<file path="src/logic/hcis_regs.svh">
/*
  Register offsets, field positions, reset values and timing counts of the hub
  stage interlock and event status bank.
  Assumes it is included by bare name from the design file; the package does not include it.
*/
`ifndef HCIS_REGS_SVH
`define HCIS_REGS_SVH

// ==========================================================================
// Register offsets on the serial-port register address space.
`define HCIS_OFS_ILOCK        8'hE7
`define HCIS_OFS_STATUS       8'hE8

// ==========================================================================
// Interlock register fields, reset value and writable-bit mask.
`define HCIS_ILOCK_RESET      8'h32
`define HCIS_ILOCK_WMASK      8'h33
`define HCIS_BIT_OC_SEL       5
`define HCIS_BIT_PWR_SEL      4
`define HCIS_BIT_CONNECT_N    1
`define HCIS_BIT_CONFIG_N     0

// ==========================================================================
// Status register fields: pin-active bit and the lowest event flag bit.
`define HCIS_BIT_INT_ACTIVE   7
`define HCIS_BIT_FLAG_LSB     2
`define HCIS_NUM_FLAGS        3

// ==========================================================================
// Configuration timeout for setup_timeout_field value 00, and clock rate.
`define HCIS_SETUP_TIMEOUT_US 95000
`define HCIS_CLK_MHZ          50
`define HCIS_SETUP_TIMEOUT_CYC (`HCIS_SETUP_TIMEOUT_US * `HCIS_CLK_MHZ)

`endif

</file>
<file path="src/logic/hcis_pkg.sv">
/*
  Types shared by the hub stage interlock and event status bank.
  Assumes nothing beyond a SystemVerilog compiler.
*/
package hcis_pkg;

  // ========================================================================
  // Hub operating stage, one-hot.
  typedef enum logic [2:0] {
    HCIS_ST_CONFIG  = 3'b001,  // Configuration stage, serial writes accepted.
    HCIS_ST_CONNECT = 3'b010,  // Connect stage, upstream attach held off.
    HCIS_ST_COMM    = 3'b100   // Communication stage, normal operation.
  } hcis_stage_e;

endpackage

</file>
<file path="src/logic/hcis_sync3.sv">
/*
  Three-stage synchroniser with a settle filter for one asynchronous pin.
  Assumes the pin level may change at any time relative to clk.
*/
module hcis_sync3 #(
  parameter logic IDLE_LEVEL = 1'b1  // Level assumed before the pin is seen.
) (
  input  wire logic clk,
  input  wire logic nrst,
  input  wire logic pin_async,
  output logic      pin_level
);

  // ========================================================================
  // Stage flops; the first is read only by the second to limit metastability.
  logic [2:0] stage;       // Shift chain, bit 0 nearest the pin.
  logic [2:0] next_stage;  // Next chain value.
  logic       next_level;  // Next filtered level.

  // The accepted level only moves once the second and third stages agree.
  always_comb begin
    next_stage = {stage[1:0], pin_async};
    next_level = (stage[1] == stage[2]) ? stage[2] : pin_level;
  end

  // Registers only; reset takes the idle constant.
  always_ff @(posedge clk or negedge nrst) begin
    if (!nrst) begin
      stage     <= {3{IDLE_LEVEL}};
      pin_level <= IDLE_LEVEL;
    end else begin
      stage     <= next_stage;
      pin_level <= next_level;
    end
  end

endmodule

</file>
<file path="src/logic/hcis_top.sv">
/*
  Hub stage interlock and event interrupt status registers, with the stage
  sequencer, pin role selection and interrupt pin latch.
  Assumes a serial-port engine on the same clock that presents one-cycle
  register read and write strobes, a hub core that pulses its events, and an
  interrupt mask register held elsewhere whose enables arrive as levels.
  // How it works
  // RULE_01 - Interlock resets to 0x32.
  // RULE_02 - Bit 5 selects pin or register over-current.
  // RULE_03 - Bit 4 enables active-high power switch pin.
  // RULE_04 - Bit 1 set holds connect stage.
  // RULE_05 - Bit 1 clear advances to communication stage.
  // RULE_06 - Bit 0 set holds configuration stage.
  // RULE_07 - Writing bit 0 low exits configuration immediately.
  // RULE_08 - Untouched default exits configuration after timeout.
  // RULE_09 - Processor writes interlock first, within timeout.
  // RULE_10 - Processor clears bit 0 when configured.
  // RULE_11 - Status bit 7 mirrors interrupt pin asserted.
  // RULE_12 - Writing zero to bit 7 releases pin.
  // RULE_13 - Suspend flag sticky, cleared by zero write.
  // RULE_14 - Host setup flag sticky, cleared by zero.
  // RULE_15 - Power update flag sticky, cleared by zero.
  // RULE_16 - Only enabled events pull interrupt pin low.
  // RULE_17 - Configuration timeout is 95 ms.
  // RULE_18 - Reserved bits read zero, ignore writes.
*/
`include "hcis_regs.svh"

module hcis_top
  import hcis_pkg::*;
#(
  parameter int unsigned SETUP_TIMEOUT_CYC = `HCIS_SETUP_TIMEOUT_CYC  // RULE_17
) (
  input  wire logic       clk,
  input  wire logic       nrst,
  input  wire logic [7:0] reg_addr,
  input  wire logic [7:0] reg_wdata,
  input  wire logic       reg_wr,
  input  wire logic       reg_rd,
  output logic      [7:0] reg_rdata,
  input  wire logic       suspend_event,
  input  wire logic       host_setup_event,
  input  wire logic       power_update_event,
  input  wire logic       suspend_event_enable,
  input  wire logic       host_setup_event_enable,
  input  wire logic       power_update_event_enable,
  input  wire logic       overcurrent_pin_n,
  input  wire logic       overcurrent_reg,
  output logic            overcurrent_flag,
  input  wire logic       port_power_req,
  output logic            port_power_pin,
  output logic            port_power_pin_oe,
  output logic            int_n,
  output logic            stage_config,
  output logic            stage_connect,
  output logic            stage_comm
);

  // ========================================================================
  // Decoding helpers.

  // True when a strobe addresses the given register offset.
  function automatic logic reg_hit(input logic [7:0] addr, input logic [7:0] ofs);
    reg_hit = (addr == ofs);
  endfunction

  // ========================================================================
  // Declarations.
  localparam int unsigned NF = `HCIS_NUM_FLAGS;  // Number of event flags.

  logic [7:0]    ilock;            // Interlock register, writable bits only.
  logic [7:0]    next_ilock;       // Next interlock value.
  logic [NF-1:0] flag;             // Sticky event flags, bit 0 = power update.
  logic [NF-1:0] next_flag;        // Next flag values.
  logic [NF-1:0] evt;              // Event pulses in flag order.
  logic [NF-1:0] evt_en;           // Enables in flag order.
  logic          int_active;       // Interrupt pin asserted latch.
  logic          next_int_active;  // Next latch value.
  hcis_stage_e   stage;            // Current hub stage.
  hcis_stage_e   next_stage;       // Next hub stage.
  logic          touched;          // Processor wrote the interlock in time.
  logic          next_touched;     // Next touched value.
  logic [22:0]   tmr;              // Configuration stage cycle counter.
  logic [22:0]   next_tmr;         // Next counter value.
  logic [7:0]    next_rdata;       // Next read data.
  logic          wr_ilock;         // Write strobe to the interlock register.
  logic          wr_stat;          // Write strobe to the status register.
  logic          oc_level;         // Settled over-current pin level.
  logic          tmr_done;         // Timeout reached in this cycle.

  assign evt    = {suspend_event, host_setup_event, power_update_event};
  assign evt_en = {suspend_event_enable, host_setup_event_enable,
                   power_update_event_enable};

  // ========================================================================
  // Register strobes and pin roles.

  // The over-current pin comes from another domain, so it is synchronised.
  hcis_sync3 #(
    .IDLE_LEVEL (1'b1)
  ) u_oc_sync (
    .clk       (clk),
    .nrst      (nrst),
    .pin_async (overcurrent_pin_n),
    .pin_level (oc_level)
  );

  always_comb begin
    wr_ilock = reg_wr && reg_hit(reg_addr, `HCIS_OFS_ILOCK);
    wr_stat  = reg_wr && reg_hit(reg_addr, `HCIS_OFS_STATUS);
    tmr_done = (tmr == 23'(SETUP_TIMEOUT_CYC - 1));
    // Pin is active low when selected; otherwise register bits report.
    overcurrent_flag  = ilock[`HCIS_BIT_OC_SEL] ? !oc_level  // RULE_02
                                                : overcurrent_reg;
    // Pin disabled (not driven) when register control is chosen.
    port_power_pin_oe = ilock[`HCIS_BIT_PWR_SEL];  // RULE_03
    port_power_pin    = ilock[`HCIS_BIT_PWR_SEL] && port_power_req;  // RULE_03
    int_n             = !int_active;  // RULE_11
    stage_config      = (stage == HCIS_ST_CONFIG);
    stage_connect     = (stage == HCIS_ST_CONNECT);
    stage_comm        = (stage == HCIS_ST_COMM);
  end

  // ========================================================================
  // Interlock register: reserved bits are masked off on every write.
  always_comb begin
    next_ilock = ilock;
    if (wr_ilock) begin
      next_ilock = reg_wdata & `HCIS_ILOCK_WMASK;  // RULE_18
    end
  end

  // ========================================================================
  // Event flags. A new event wins over a clearing write in the same cycle,
  // so no event is ever lost to a racing software clear.
  generate
    for (genvar i = 0; i < NF; i++) begin : g_flag
      assign next_flag[i] = evt[i] ||  // RULE_13 RULE_14 RULE_15
        (flag[i] && !(wr_stat && !reg_wdata[`HCIS_BIT_FLAG_LSB + i]));
    end
  endgenerate

  // Pin latch sets only for enabled events and clears on a zero write.
  always_comb begin
    next_int_active = (|(evt & evt_en)) ||  // RULE_16
      (int_active && !(wr_stat && !reg_wdata[`HCIS_BIT_INT_ACTIVE]));  // RULE_12
  end

  // ========================================================================
  // Stage sequencer. The timer only runs in the configuration stage; a 23-bit
  // counter covers the default timeout at this clock rate.
  always_comb begin
    next_stage   = stage;
    next_touched = touched;
    next_tmr     = tmr;
    case (stage)
      HCIS_ST_CONFIG: begin
        next_tmr = tmr_done ? tmr : tmr + 23'h000001;
        if (wr_ilock) begin
          next_touched = 1'b1;
          if (!reg_wdata[`HCIS_BIT_CONFIG_N]) begin
            next_stage = HCIS_ST_CONNECT;  // RULE_07
          end
        end else if (touched) begin
          // Bit 0 set by the processor holds the stage indefinitely.
          if (!ilock[`HCIS_BIT_CONFIG_N]) begin  // RULE_06
            next_stage = HCIS_ST_CONNECT;
          end
        end else if (tmr_done) begin
          next_stage = HCIS_ST_CONNECT;  // RULE_08
        end
      end
      HCIS_ST_CONNECT: begin
        if (!ilock[`HCIS_BIT_CONNECT_N]) begin  // RULE_04
          next_stage = HCIS_ST_COMM;  // RULE_05
        end
      end
      HCIS_ST_COMM: begin
        next_stage = HCIS_ST_COMM;
      end
      default: begin
        next_stage = HCIS_ST_CONFIG;
      end
    endcase
  end

  // ========================================================================
  // Read data is registered; unmapped offsets read zero.
  always_comb begin
    next_rdata = reg_rdata;
    if (reg_rd) begin
      if (reg_hit(reg_addr, `HCIS_OFS_ILOCK)) begin
        next_rdata = ilock;
      end else if (reg_hit(reg_addr, `HCIS_OFS_STATUS)) begin
        next_rdata = {int_active, 2'b00, flag, 2'b00};  // RULE_11 RULE_18
      end else begin
        next_rdata = 8'h00;
      end
    end
  end

  // ========================================================================
  // State registers.
  always_ff @(posedge clk or negedge nrst) begin
    if (!nrst) begin
      ilock      <= `HCIS_ILOCK_RESET;  // RULE_01
      flag       <= '0;
      int_active <= 1'b0;
      stage      <= HCIS_ST_CONFIG;
      touched    <= 1'b0;
      tmr        <= 23'h000000;
      reg_rdata  <= 8'h00;
    end else begin
      ilock      <= next_ilock;
      flag       <= next_flag;
      int_active <= next_int_active;
      stage      <= next_stage;
      touched    <= next_touched;
      tmr        <= next_tmr;
      reg_rdata  <= next_rdata;
    end
  end

  // ========================================================================
  // Assertions.
  logic started;  // Low only in the first cycle after reset release.
  always_ff @(posedge clk or negedge nrst) begin
    if (!nrst) begin
      started <= 1'b0;
    end else begin
      started <= 1'b1;
    end
  end
endmodule

</file>
<file path="config.mk">
export PLATFORM = sky130hd
export DESIGN_NAME = hcis_top
export DESIGN_NICKNAME = d
export VERILOG_FILES = /design/src/logic/hcis_pkg.sv /design/src/logic/hcis_sync3.sv /design/src/logic/hcis_top.sv
export VERILOG_INCLUDE_DIRS = /design/src /design/src/logic
export SDC_FILE = /design/constraint.sdc
export NUM_CORES = 1
export LEC_CHECK = 0
export BUFFER_PORTS_ARGS = -buffer_cell sky130_fd_sc_hd__buf_2
export CAP_MARGIN = 20
export CORE_ASPECT_RATIO = 0.5
export CORE_MARGIN = 1.5
export CORE_UTILIZATION = 54
export CTS_BUF_LIST = sky130_fd_sc_hd__clkbuf_16
export DETAILED_ROUTE_END_ITERATION = 10
export PLACE_DENSITY = 0.88
export SYNTH_ARGS = -nofsm -noshare
export SYNTH_HDL_FRONTEND = slang
export SYNTH_SLANG_ARGS = --single-unit
</file>
<file path="constraint.sdc">
create_clock -name clk -period 2.2 [get_ports clk]
set_input_delay 0.22 -clock clk [delete_from_list [all_inputs] [get_ports clk]]
set_output_delay 0.22 -clock clk [all_outputs]
set_load 0.02 [all_outputs]
</file>
Yosys cells after proc, flatten, opt, wreduce, memory -nomap -nowiden
Cells that the tools add are included.
{ "totals": {"elab_cells": 62, "register_bits": 47} }
{ "op_classes": {"eq_ne": 11, "muxes": 10, "reduce_logical": 29, "add_sub_neg": 1, "bitwise_logic": 2} }
{ "ops": {"columns": ["cell", "n"], "rows": [
  ["$add A23 B1 Y23 const B", 1],
  ["$eq A23 B23 Y1 const B", 1],
  ["$mux W3", 6],
  ["$eq A8 B8 Y1 const B", 2],
  ["$mux W8", 2],
  ["$logic_and A1 B1 Y1", 11],
  ["$logic_not A1 Y1", 10],
  ["$pmux W3 S3", 1],
  ["$logic_or A1 B1 Y1", 4],
  ["$ne A4 B1 Y1 const B", 1],
  ["$ne A4 B3 Y1 const B", 1],
  ["$reduce_and A2 Y1", 2],
  ["$reduce_and A4 Y1", 1],
  ["$and A3 B3 Y3", 1],
  ["$eq A3 B1 Y1 const B", 1],
  ["$eq A3 B2 Y1 const B", 1],
  ["$eq A3 B3 Y1 const B", 1],
  ["$ne A3 B3 Y1 const B", 1],
  ["$reduce_or A3 Y1", 1],
  ["$ne A2 B2 Y1 const B", 1],
  ["$eq A1 B1 Y1", 1],
  ["$mux W1", 1],
  ["$not A1 Y1", 1]
]} }

Longest topological paths before layout
{ "logic_depth": {"ltp_word": 6, "depth_mapped": 7, "mapped_depth_nobuf": 7} }

By module
From an unflattened synthesis, not the netlist that was laid out.
{ "unflattened": {"hier_cells": 189, "hier_area_um2": 2088.3} }
{ "modules_own_cells": {"columns": ["mod", "cells_each", "area_per_inst_um2", "instances"], "rows": [
  ["hcis_top", 184, 1971.9, 1],
  ["hcis_sync3", 5, 116.4, 1]
]} }

Worst setup path after synthesis
OpenSTA, ideal clock, no wires.
{ "synth_path": {"path_type": "register to register", "from": "register tmr[20]", "to": "register tmr[1]", "t_arrival_ns": 1.720, "stages_incl_launch_ff": 6, "n_path_buf": 0, "required_time_ns": 2.075, "setup_slack_ns": 0.355, "setup_time_ns": 0.125, "cell_sequence": "dfrtp_1 or4b_1 nor3_2 nand4_4 nand2_4 mux2_4"} }
{ "synth_between": {"elab_chain_len": 3} }
{ "synth_lines": {"columns": ["item", "line_no", "source"], "rows": [
  ["from (decl)", "hcis_top.sv:83", "logic [22:0] tmr;"],
  ["from (signal assigned)", "hcis_top.sv:219", "tmr <= next_tmr;"],
  ["$eq A23 B23 Y1", "hcis_top.sv:111", "tmr_done = (tmr == 23'(SETUP_TIMEOUT_CYC - 1));"],
  ["$not A1 Y1 (no line)", null, null],
  ["$reduce_and A2 Y1 (no line)", null, null]
]} }
Every way passes these cells.
A chain may end at the register's enable or synchronous reset.

Worst setup path in the final report
{ "layout_path": {"from": "register tmr[10]", "to": "register tmr[1]"} }
Same word-level chain as after synthesis.

==> run metrics <==
status complete, no violations; Tcrit/Tclk final 0.9103; drt via density roughly 5.6; CP endpoint kind flip-flop; max cap viols 0; CTS resizes 0; FP Rows 15; Hold WC Path Type input port to flip-flop; instance count on the critical path 5; CP bufs+invs 0; ys flop type dfrtp_1; DP HPWL just over 3000 microns; core area roughly 3600 sq um; clk_skew roughly 8.7 ps; post-synthesis async set-or-reset flop share 1.000; initial DRC count 89; Clock Path Buffers 2; Yosys top cell area share 0.4508; top cells by count, synth dfrtp_1, nand3_1, xnor2_1; clk_lat worst skew 290 ps; area growth from synthesis to layout 20.76%; Synth Register Bits 46; Reg2Reg Depth 5; layout cells sized above 1 0.3165; Hold Crit Start overcurrent_pin_n; # clock sinks 46; Die W 91.39 microns; total track usage 0.2147; Die Y 47.20 microns; post-synth top area cell dfrtp_1; Synth warnings 0; post-route ant nets 0; Max Slew Vio Count 0; Slew Limit Headroom 0.6276; total CTS buffers 5; I/O Pins 44; Pwr Density approximately 920 nW/um^2; synthesized instance count ~190; FF-to-FF End tmr[1]$_DFFE_PN0P_; Post-synth EDFFs 0; Hold WS about 22 ps; Worst-Margin Slew between 500 and 600 ps; crit start category flip-flop; fillers roughly 240; initial antenna violation count 0; Setup Buffers After CTS 0; TNS Setup 0 ps; mean area per synthesized cell roughly 11 sq um; Crit-path slowest cell or4b_1; library cells used by synthesis between 40 and 50; port bufs 41; top cells by area, synth dfrtp_1, dfstp_2, xnor2_1, nand3_1, and3_1; WL per Instance between 15 and 20 microns; Worst path max stage delay 550 ps; LEAKAGE about 1.2 nW; CP Cell Sequence or4b_1, nor3_2, nand4_4, nand2_4, mux2_4; Ant. Diodes 0; r2r setup slk between 150 and 200 ps; Initial DRT Pass Iterations 4; setup violators final 0; largest net degree at the start of global routing 20; Worst-path clk slew approximately 70 ps; post-synthesis sequential area ratio 0.5504; post-synthesis cell area 2110 sq um; final-stage net count approximately 270; GPL Wtd Cong between 0.8 and 0.9; Starting Density 0.5885; Die Area around 4300 sq um; Via Count roughly 1600; TritonCTS clock tree yes; Root Buffer clkbuf_16; most frequent cell after synthesis dfrtp_1; worst path arrival time between 2000 and 2500 ps; Reg2Reg Launch Point tmr[10]$_DFFE_PN0P_; Max IR drop VDD approximately 0.41 mV; WHS Path Cells 1; crit path kind flip-flop to flip-flop; Multi-input gate area between 800 and 900 sq um; WP data required between 2000 and 2500 ps; Worst Hold End u_oc_sync.stage[0]$_DFF_PN1_; H-tree depth 2; CTS Hold Buffers Added 1; first-pass GRT wire length about 6900 microns; delay-heaviest family, CP simple AND/OR/NAND/NOR gates; RSZ-0062 raised after global routing no; Hold Fails Final Rpt 0; Tmin final about 2000 ps; # DRC 0; Final Core Density 0.7106; via count of the first global-routing pass 1462; critical path fanouts, max 6; fmax roughly 500 MHz; Seq. cell area approximately 1200 sq um; Mapped Nets roughly 220; Detailed Route WL 4493 microns; GRT overflow 0
[cell usage in the layout (no fill, tap or decap), types with 2 or more instances in the layout]
master and count:
xor2_1 6, clkinvlp_4 2, nor3_1 3, clkbuf_16 5, nand4_1 6, inv_1 9
and3_2 2, a21o_1 2, mux2_2 3, nor3b_1 2, nor3_4 2, o22ai_1 3
and2_1 5, nor2_1 6, o21ai_0 7, buf_2 41, and4b_1 2, nand2_1 11
nand2b_1 4, and3_1 9, nor4b_1 2, dfstp_2 8, a21oi_1 2, nand3_1 18
buf_4 4, dfrtp_1 38, xnor2_1 16
[layer usage]
layer,GRT usage,part of all wire
met1,0.2639,0.45
met2,0.3791,0.49
met3,0.05663,0.042
met4,0.09063,0.013
met5,0,0
[through the flow]
| step | instance area (sq um) | power (W) | std cells | setup slack, ps |
|---|---|---|---|---|
| 2_1_floorplan | 2110 | 0.001414 | 187 | 355.0 |
| 3_3_place_gp | 2389 | 0.001552 | 279 | 289.7 |
| 3_5_place_dp | 2389 | 0.001585 | 279 | 221.0 |
| 4_1_cts | 2547 | 0.002338 | 288 | 194.0 |
| 5_1_grt | 2547 | 0.002425 | 288 | 148.8 |
| 6_report | 2547 | 0.002339 | 288 | 197.4 |
[state kept, by name, summed over array words and instances (netlist names)]
register             flops
u_oc_sync.stage          3
int_active               1
tmr                     23
flag                     3
stage                    3
ilock                    4
u_oc_sync.pin_level      1
reg_rdata                7
touched                  1
[logic make-up after synthesis]
family | count (synthesis) | synth area share
compound gates | 19 | 0.05872
mux | 5 | 0.02787
other cells | 1 | 0.001778
fa+ha+maj | 2 | 0.01068
flops | 46 | 0.5504
buf+inv | 13 | 0.02550
simple gates | 79 | 0.2337
xor+xnor | 22 | 0.09134
[worst max path at each step]
stage / to / slack (ps) / from
final: tmr[1]$_DFFE_PN0P_ / 200 / tmr[10]$_DFFE_PN0P_
after global routing: tmr[1]$_DFFE_PN0P_ / 150 / tmr[10]$_DFFE_PN0P_
after CTS: tmr[1]$_DFFE_PN0P_ / 190 / tmr[10]$_DFFE_PN0P_
after detailed placement: tmr[1]$_DFFE_PN0P_ / 220 / tmr[10]$_DFFE_PN0P_
after global placement: tmr[1]$_DFFE_PN0P_ / 290 / tmr[20]$_DFFE_PN0P_
after floorplan: tmr[1]$_DFFE_PN0P_ / 360 / tmr[20]$_DFFE_PN0P_
[worst register-to-register path: stages, from the launching register on]
cell	delay [ps]
dfrtp_1	430
or4b_1	550
nor3_2	260
nand4_4	190
nand2_4	160
mux2_4	300
[where the power goes]
group          switching, W  internal [W]
clock              0.000330      0.000425
sequential         0.000113      0.000958
combinational      0.000283      0.000230
[final cells by class]
class                   instances  share of cell area
inverters                       9             0.01326
clock inverters                 3            0.009332
clock buffers                   5             0.04912
repair buffers                 46             0.09627
flip-flops and latches         46              0.4558
well taps                      51             0.02505
multi-input cells             128              0.3512
No activity file was read; power rests on OpenSTA's default activity.
